File: config.mk
export PLATFORM = sky130hd
export DESIGN_NAME = ebh_hold_ctrl
export DESIGN_NICKNAME = d
export VERILOG_FILES = /design/src/pkg/ebh_pkg.sv /design/src/hdl/ebh_hold_ctrl.sv /design/src/hdl/ebh_sync.sv
export SDC_FILE = /design/constraint.sdc
export NUM_CORES = 1
export LEC_CHECK = 0
export BUFFER_PORTS_ARGS = -buffer_cell sky130_fd_sc_hd__buf_2
export CAP_MARGIN = 40
export CORE_ASPECT_RATIO = 0.9
export CORE_MARGIN = 1.5
export CORE_UTILIZATION = 45
export CTS_BUF_LIST = sky130_fd_sc_hd__clkbuf_4 sky130_fd_sc_hd__clkbuf_8
export DETAILED_ROUTE_END_ITERATION = 10
export PLACE_DENSITY = 0.91
export SLEW_MARGIN = 20
export SYNTH_ARGS = -nofsm -noshare
export SYNTH_HDL_FRONTEND = slang
export SYNTH_SLANG_ARGS = --single-unit
export TNS_END_PERCENT = 100
File: constraint.sdc
create_clock -name clk_sys_i -period 2.9 [get_ports clk_sys_i]
set_input_delay 0.29 -clock clk_sys_i [delete_from_list [all_inputs] [get_ports clk_sys_i]]
set_output_delay 0.29 -clock clk_sys_i [all_outputs]
set_load 0.02 [all_outputs]
File: src/pkg/ebh_pkg.sv
// Purpose: constants for the external bus hold handshake
// Assumes: cpu clock 250 MHz (4 ns period)
// Notes: delays counted in cpu clock cycles
package ebh_pkg;
  localparam int CLK_PERIOD_PS = 4000;
  // release no sooner than 4 periods after request low
  localparam int REL_MIN_P = 4;
  localparam int REL_MIN_CYC = REL_MIN_P;
  // drive again 3..7 periods after request high
  localparam int DRV_MIN_P = 3;
  localparam int DRV_MAX_P = 7;
  localparam int DRV_MIN_CYC = DRV_MIN_P;
  // acknowledge follows bus change within 2 periods
  localparam int ACK_MAX_P = 2;
  // outputs valid within 4 periods of reset release
  localparam int RST_VALID_P = 4;
  localparam int SYNC_STAGES = 2;
  localparam logic [3:0] CNT_ZERO = 4'h0;
  localparam logic [3:0] CNT_ONE = 4'h1;
  localparam int NUM_CE = 4;
  localparam int NUM_BE = 4;
  localparam int DATA_W = 32;
  localparam int ADDR_W = 20;
  typedef enum logic [2:0] {
    ST_OWN = 3'b000,
    ST_DRAIN = 3'b001,
    ST_FLOAT = 3'b010,
    ST_GRANT = 3'b011,
    ST_RESUME = 3'b100
  } ebh_state_t;
endpackage

File: src/hdl/ebh_hold_ctrl.sv
// Purpose: hand the external memory bus to an outside master on request
// Assumes: bus_req_n_i asynchronous; memory controller reports busy
// Notes: bus pins are split into output value and output enable
`timescale 1ns/1ps
module ebh_hold_ctrl
  import ebh_pkg::*;
(
  input wire logic clk_sys_i,
  input wire logic rst_n_i,
  input wire logic bus_req_n_i,
  input wire logic grant_disable_i,
  input wire logic mem_busy_i,
  input wire logic [NUM_CE-1:0] ce_n_i,
  input wire logic [NUM_BE-1:0] byte_enables_i,
  input wire logic [DATA_W-1:0] mem_data_bus_i,
  input wire logic [ADDR_W-1:0] mem_word_addr_i,
  input wire logic async_read_strobe_i,
  input wire logic async_output_enable_i,
  input wire logic async_write_strobe_i,
  input wire logic col_strobe_or_burst_addr_strobe_i,
  input wire logic row_strobe_or_burst_out_enable_i,
  input wire logic sync_write_enable_i,
  input wire logic sdram_addr10_i,
  input wire logic mem_data_oe_i,
  output logic hold_stall_o,
  output logic bus_grant_ack_n_o,
  output logic bus_oe_o,
  output logic mem_data_oe_o,
  output logic [NUM_CE-1:0] ce_n_o,
  output logic [NUM_BE-1:0] byte_enables_o,
  output logic [DATA_W-1:0] mem_data_bus_o,
  output logic [ADDR_W-1:0] mem_word_addr_o,
  output logic async_read_strobe_o,
  output logic async_output_enable_o,
  output logic async_write_strobe_o,
  output logic col_strobe_or_burst_addr_strobe_o,
  output logic row_strobe_or_burst_out_enable_o,
  output logic sync_write_enable_o,
  output logic sdram_addr10_o
);
  localparam logic [3:0] REL_CNT = 4'(REL_MIN_CYC - SYNC_STAGES);
  localparam logic [3:0] DRV_CNT = 4'(DRV_MIN_CYC - SYNC_STAGES);

  logic req_sync;
  ebh_state_t state_ff, nxt_state;
  logic [3:0] cnt_ff, nxt_cnt;
  logic ack_n_ff, nxt_ack_n;
  logic oe_ff, nxt_oe;
  logic stall_ff, nxt_stall;
  localparam int PIN_W = DATA_W + ADDR_W + NUM_CE + NUM_BE + 7;
  logic [PIN_W-1:0] pins_ff, nxt_pins;
  logic dq_oe_ff, nxt_dq_oe;

  ebh_sync u_req_sync (
    .clk_sys_i(clk_sys_i),
    .rst_n_i(rst_n_i),
    .async_i(bus_req_n_i),
    .sync_o(req_sync)
  );

  ////////////////////////////////////////////////////////////////////////
  always_comb begin
    nxt_state = state_ff;
    nxt_cnt = cnt_ff;
    nxt_ack_n = ack_n_ff;
    nxt_oe = oe_ff;
    nxt_stall = stall_ff;
    case (state_ff)
      ST_OWN: begin
        nxt_oe = 1'b1;
        nxt_ack_n = 1'b1;
        if (!req_sync && !grant_disable_i) begin
          nxt_state = ST_DRAIN;
          nxt_cnt = REL_CNT;
          nxt_stall = 1'b1;
        end
      end
      ST_DRAIN: begin
        if (cnt_ff != CNT_ZERO)
          nxt_cnt = cnt_ff - CNT_ONE;
        if (req_sync) begin
          nxt_state = ST_OWN;
          nxt_stall = 1'b0;
        end else if (cnt_ff <= CNT_ONE && !mem_busy_i) begin
          nxt_state = ST_FLOAT;
          nxt_oe = 1'b0;
        end
      end
      ST_FLOAT: begin
        nxt_ack_n = 1'b0;
        nxt_state = ST_GRANT;
      end
      ST_GRANT: begin
        if (req_sync) begin
          nxt_state = ST_RESUME;
          nxt_cnt = DRV_CNT;
        end
      end
      ST_RESUME: begin
        if (cnt_ff != CNT_ZERO)
          nxt_cnt = cnt_ff - CNT_ONE;
        if (cnt_ff <= CNT_ONE) begin
          nxt_oe = 1'b1;
          nxt_stall = 1'b0;
          nxt_state = ST_OWN;
        end
      end
      default: nxt_state = ST_OWN;
    endcase
    if (!rst_n_i) begin
      nxt_state = ST_OWN;
      nxt_cnt = CNT_ZERO;
      nxt_ack_n = 1'b1;
      nxt_oe = 1'b0;
      nxt_stall = 1'b0;
    end
  end

  always_comb begin
    nxt_pins = {ce_n_i, byte_enables_i, mem_data_bus_i, mem_word_addr_i,
      async_read_strobe_i, async_output_enable_i, async_write_strobe_i,
      col_strobe_or_burst_addr_strobe_i, row_strobe_or_burst_out_enable_i,
      sync_write_enable_i, sdram_addr10_i};
    nxt_dq_oe = nxt_oe & mem_data_oe_i;
    if (!rst_n_i)
      nxt_dq_oe = 1'b0;
  end

  always_ff @(posedge clk_sys_i) begin
    state_ff <= nxt_state;
    cnt_ff <= nxt_cnt;
    ack_n_ff <= nxt_ack_n;
    oe_ff <= nxt_oe;
    stall_ff <= nxt_stall;
    pins_ff <= nxt_pins;
    dq_oe_ff <= nxt_dq_oe;
  end

  assign hold_stall_o = stall_ff;
  assign bus_grant_ack_n_o = ack_n_ff;
  assign bus_oe_o = oe_ff;
  assign mem_data_oe_o = dq_oe_ff;
  assign {ce_n_o, byte_enables_o, mem_data_bus_o, mem_word_addr_o,
    async_read_strobe_o, async_output_enable_o, async_write_strobe_o,
    col_strobe_or_burst_addr_strobe_o, row_strobe_or_burst_out_enable_o,
    sync_write_enable_o, sdram_addr10_o} = pins_ff;

  ////////////////////////////////////////////////////////////////////////
  // ack low exactly one cycle after float
  property p_ack_after_float;
    @(posedge clk_sys_i) disable iff (!rst_n_i)
      $fell(oe_ff) |=> $fell(ack_n_ff);
  endproperty
  a_ack_after_float: assert property (p_ack_after_float)
    else $error("ack did not follow bus float");

  // ack only falls on a floating bus
  property p_no_ack_while_driven;
    @(posedge clk_sys_i) disable iff (!rst_n_i)
      $fell(ack_n_ff) |-> !oe_ff;
  endproperty
  a_no_ack_while_driven: assert property (p_no_ack_while_driven)
    else $error("ack low while bus driven");

  // ack rises only on a driven bus
  property p_ack_up_driven;
    @(posedge clk_sys_i) disable iff (!rst_n_i)
      $rose(ack_n_ff) |-> oe_ff;
  endproperty
  a_ack_up_driven: assert property (p_ack_up_driven)
    else $error("ack raised before bus driven");

  // request to float spans at least four cycles
  property p_float_min;
    @(posedge clk_sys_i) disable iff (!rst_n_i)
      $fell(bus_req_n_i) |-> oe_ff[*4];
  endproperty
  a_float_min: assert property (p_float_min)
    else $error("bus floated too early");

  property p_drain_busy;
    @(posedge clk_sys_i) disable iff (!rst_n_i)
      (state_ff == ST_DRAIN && mem_busy_i) |=> oe_ff;
  endproperty
  a_drain_busy: assert property (p_drain_busy)
    else $error("bus released during transaction");

  property p_disable_hold;
    @(posedge clk_sys_i) disable iff (!rst_n_i)
      (state_ff == ST_OWN && grant_disable_i) |=> state_ff != ST_DRAIN;
  endproperty
  a_disable_hold: assert property (p_disable_hold)
    else $error("grant started while disabled");

  property p_resume;
    @(posedge clk_sys_i) disable iff (!rst_n_i)
      (state_ff == ST_GRANT && req_sync) |-> ##[1:5] oe_ff;
  endproperty
  a_resume: assert property (p_resume)
    else $error("bus not driven after release");

  property p_ack_rise;
    @(posedge clk_sys_i) disable iff (!rst_n_i)
      $rose(oe_ff) |-> ##[0:2] ack_n_ff;
  endproperty
  a_ack_rise: assert property (p_ack_rise)
    else $error("ack late after drive");

  property p_reset_state;
    @(posedge clk_sys_i) !rst_n_i |=> ack_n_ff && !oe_ff;
  endproperty
  a_reset_state: assert property (p_reset_state)
    else $error("reset outputs wrong");

  property p_reset_release;
    @(posedge clk_sys_i) $rose(rst_n_i) |-> ##[0:3] oe_ff;
  endproperty
  a_reset_release: assert property (p_reset_release)
    else $error("bus not driven after reset");

  c_grant: cover property (@(posedge clk_sys_i) $fell(ack_n_ff));
  c_return: cover property (@(posedge clk_sys_i) $rose(ack_n_ff));
  c_busy_drain: cover property (@(posedge clk_sys_i)
    state_ff == ST_DRAIN && mem_busy_i);
  c_defer: cover property (@(posedge clk_sys_i)
    state_ff == ST_OWN && grant_disable_i && !req_sync);
endmodule

File: src/hdl/ebh_sync.sv
// Purpose: two-flop synchroniser for the bus request pin
// Assumes: input is asynchronous to clk_sys_i
// Notes: resets to the idle (high) level of an active-low request
`timescale 1ns/1ps
module ebh_sync (
  input wire logic clk_sys_i,
  input wire logic rst_n_i,
  input wire logic async_i,
  output logic sync_o
);
  logic meta_ff;
  logic sync_ff;
  logic nxt_meta;
  logic nxt_sync;

  always_comb begin
    nxt_meta = async_i;
    nxt_sync = meta_ff;
    if (!rst_n_i) begin
      nxt_meta = 1'b1;
      nxt_sync = 1'b1;
    end
  end

  always_ff @(posedge clk_sys_i) begin
    meta_ff <= nxt_meta;
    sync_ff <= nxt_sync;
  end

  assign sync_o = sync_ff;
endmodule

==> out/results.tsv <==
stage	metric	value	unit
power_and_ir_drop	Leakage Power	1.50	nW
timing	Worst Skew	6.82	ps
detailed_routing	vias per cell	4.76	
clock_tree	hold_buf cts	0	
detailed_routing	vias	1782	
power_and_ir_drop	Flop pwr share	53.4	%
floorplanning	num rows	23	
clock_tree	clock sinks	80	
power_and_ir_drop	Max IR drop VDD	0.525	mV
clock_tree	TritonCTS clock tree	yes	
clock_tree	cts repair resizes	0	
floorplanning	Die X	75.6	um
timing	minimum clock period	1840	ps
critical_path	flop-to-flop setup slack	1060	ps
detailed_routing	DRC	0	
placed_design	Port Buf Inserts	143	
critical_path	FF-to-FF Start	cnt_ff[0]$_SDFFE_PN0P_	
critical_path	crit path cell chain	inv_1 -> ha_1 -> or2_2 -> a311o_1 -> a21oi_1 -> o211a_1	
clock_tree	Clock Latency Late Sink	340	ps
power_and_ir_drop	PD cells	719	mW/mm^2
grt	initial antenna violation count	0	
critical_path	Critical Path End	state_ff[0]$_SDFFE_PN0P_	
yosys	Yosys top cell area share	75.1	%
cells_and_area	P&R area growth vs syn	44.6	%
critical_path	CP Class	reg2reg	
yosys	Synth top cells by count	80 x dfxtp_1, 8 x inv_1, 7 x a21oi_1, 7 x nor2_1, 6 x nand3_1	
yosys	top cell type by total area after synthesis	dfxtp_1	
detailed_routing	WL final	5690	um
yosys	number of synthesized register bits	80	
detailed_routing	WL per Instance	15.2	um
clock_tree	Post-CTS Setup Repair Bufs	0	
grt	number of global-route vias before repair	1728	
yosys	Main synth FF type	dfxtp_1	
timing	fin worst setup slack	1060	ps
floorplanning	IO Pins	144	
yosys	Mapped Area	0.00213	mm^2
detailed_routing	TritonRoute pass-1 iters	4	
power_and_ir_drop	Psw	541	uW
outcome	status	finished, final reports clean	
floorplanning	Chip Height	68.3	um
grt	Total GRT Usage	21.4	%
timing	Max-slew headroom	62.7	%
timing	final period utilization	63.5	%
clock_tree	H-tree levels	3	
critical_path	CP Launch Type	flip-flop	
hold_path	Worst Hold Class	in2reg	
cells_and_area	fin util	68.3	%
critical_path	CP peak stage delay	400	ps
detailed_routing	Starting DRT DRC Count	135	
timing	unrepaired setup endpoints after global routing	no	
critical_path	WP data required	3190	ps
detailed_routing	final antenna-violating net count	0	
floorplanning	die area	0.00516	mm^2
power_and_ir_drop	Pwr Total	2.22	mW
timing	Max Freq	0.543	GHz
placed_design	Place WS	1100	ps
yosys	Seq/Total Area, Yosys	75.1	%
clock_tree	CTS clk-pin slew, worst paths	80	ps
flow_run	Max-Cap Viols	0	
critical_path	worst-path maximum fanout	5	
critical_path	Setup crit end kind	flip-flop	
grt	first-pass GRT wire length	7710	um
power_and_ir_drop	cell internal pwr	1.68	mW
yosys	Area contributors post-synth	dfxtp_1 75%, a21oi_1 1.6%, mux2i_1 1.4%, nand3_1 1.4%, inv_1 1.4%	
critical_path	Slowest-stage cell, CP	dfxtp_1	
critical_path	CP Launch Point	cnt_ff[0]$_SDFFE_PN0P_	
placed_design	GP Congestion	0.869	
power_and_ir_drop	clock share of power	35.6	%
grt	total grt overflow	0	
yosys	synth warn	0	
yosys	top-count cell post-synth	dfxtp_1	
clock_tree	CTS root buffer	clkbuf_8	
yosys	syn nets	236	
floorplanning	core area	0.00452	mm^2
yosys	Async S/R FF share, synth	0	%
power_and_ir_drop	combinational cell fraction of total power	11.0	%
grt	largest net degree at the start of global routing	20	
timing	Worst Tran Pin Value	559	ps
power_and_ir_drop	fraction of power spent switching nets	24.4	%
cells_and_area	Nets	383	
placed_design	HPWL Detailed	4280	um
critical_path	FF-to-FF path depth	6	
yosys	Mapped Cells	161	
cells_and_area	share of layout cells above drive strength 1	52.9	%
clock_tree	cts bufs inserted	9	
timing	# setup viols final	0	
clock_tree	clock tree buffer depth	2	
timing	fin. max-slew vios	0	
floorplanning	Starting Density	47.2	%
yosys	Mapped Avg Cell Area	13.3	um^2
timing	final hold vios	0	
yosys	EDFF count, synth	0	
critical_path	WP data arrival	2130	ps
yosys	Netlist cell types	40	
timing	Setup TNS	0	ps
critical_path	reg2reg end	state_ff[0]$_SDFFE_PN0P_	
cells_and_area	Inserted Diodes	0	
-- flip-flops by register name (all words and copies together), names as in the netlist --
| register | flops |
|---|---|
| hold_stall_o | 1 |
| cnt_ff | 4 |
| state_ff | 3 |
| bus_grant_ack_n_o | 1 |
| pins_ff | 67 |
| bus_oe_o | 1 |
| u_req_sync.meta_ff | 1 |
| mem_data_oe_o | 1 |
| u_req_sync.sync_o | 1 |
-- power groups by stage --
stage / Clock (mW) / Sequential [mW] / Combinational, mW
2_1_floorplan: 0 / 1.27 / 0.0669
3_3_place_gp: 0 / 1.20 / 0.235
5_1_grt: 0.845 / 1.19 / 0.261
3_5_place_dp: 0 / 1.21 / 0.241
4_1_cts: 0.807 / 1.18 / 0.244
6_report: 0.789 / 1.18 / 0.244
-- logic make-up after synthesis --
logic type      synth area share (%)
fa+ha+maj                       1.17
buf+inv                         3.05
simple gates                    9.03
flops                           75.1
compound gates                  10.3
mux                             1.41
-- area by class of cell --
class / count / area, um^2
Sequential cell: 80 / 1600
Fill cell: 314 / 1430
Timing Repair Buffer: 143 / 716
Multi-Input combinational cell: 66 / 467
Clock buffer: 10 / 138
Tap cell: 62 / 77.6
Clock inverter: 5 / 56.3
Inverter: 8 / 30.0
-- critical path: cells and delay by family (launching register included) --
family / cells / cell delay (ps)
flip-flops: 1 / 400
AO/OA/AOI/OAI: 3 / 700
buffers and inverters: 1 / 100
adder cells (fa/ha/maj): 1 / 240
AND/OR/NAND/NOR: 1 / 350
-- routing by layer --
metal | GRT usage, % | part of all wire, %
met1 | 21.0 | 34
met2 | 38.7 | 54
met3 | 9.72 | 9.5
met4 | 9.38 | 2.2
met5 | 0 | 0
-- stage by stage --
step	hold slack (ps)	instance area [um^2]	std cells
floorplan	318	2130	161
global placement	392	2890	359
detailed placement	394	2890	359
CTS	18.7	3090	374
global route	19.3	3090	374
finish	40.4	3090	374
-- placed cells by master (no fill, tap or decap), drive strengths merged, types with 2 or more instances in the layout --
cell,n
buf,143
dfxtp,80
clkbuf,10
inv,9
nor2,7
a21oi,7
nand3,6
o21ai,3
nand3b,3
mux2i,3
o31ai,2
and2,2
a21o,2
nor3,2
or3b,2
a2bb2oi,2
nand2b,2
ha,2
clkinv,2
-- how the worst min path moves through the flow --
stage          cells after the start  slack, ps                              from             endpoint
6_report                           1         40                mem_data_bus_i[17]  pins_ff[44]$_DFF_P_
3_5_place_dp                       1        390                 mem_data_bus_i[6]  pins_ff[33]$_DFF_P_
4_1_cts                            1         20                mem_data_bus_i[30]  pins_ff[57]$_DFF_P_
5_1_grt                            1         20                mem_data_bus_i[25]  pins_ff[52]$_DFF_P_
3_3_place_gp                       1        390  row_strobe_or_burst_out_enable_i   pins_ff[2]$_DFF_P_
2_1_floorplan                      0        320                    sdram_addr10_i   pins_ff[0]$_DFF_P_
No activity file was read; power rests on OpenSTA's default activity.
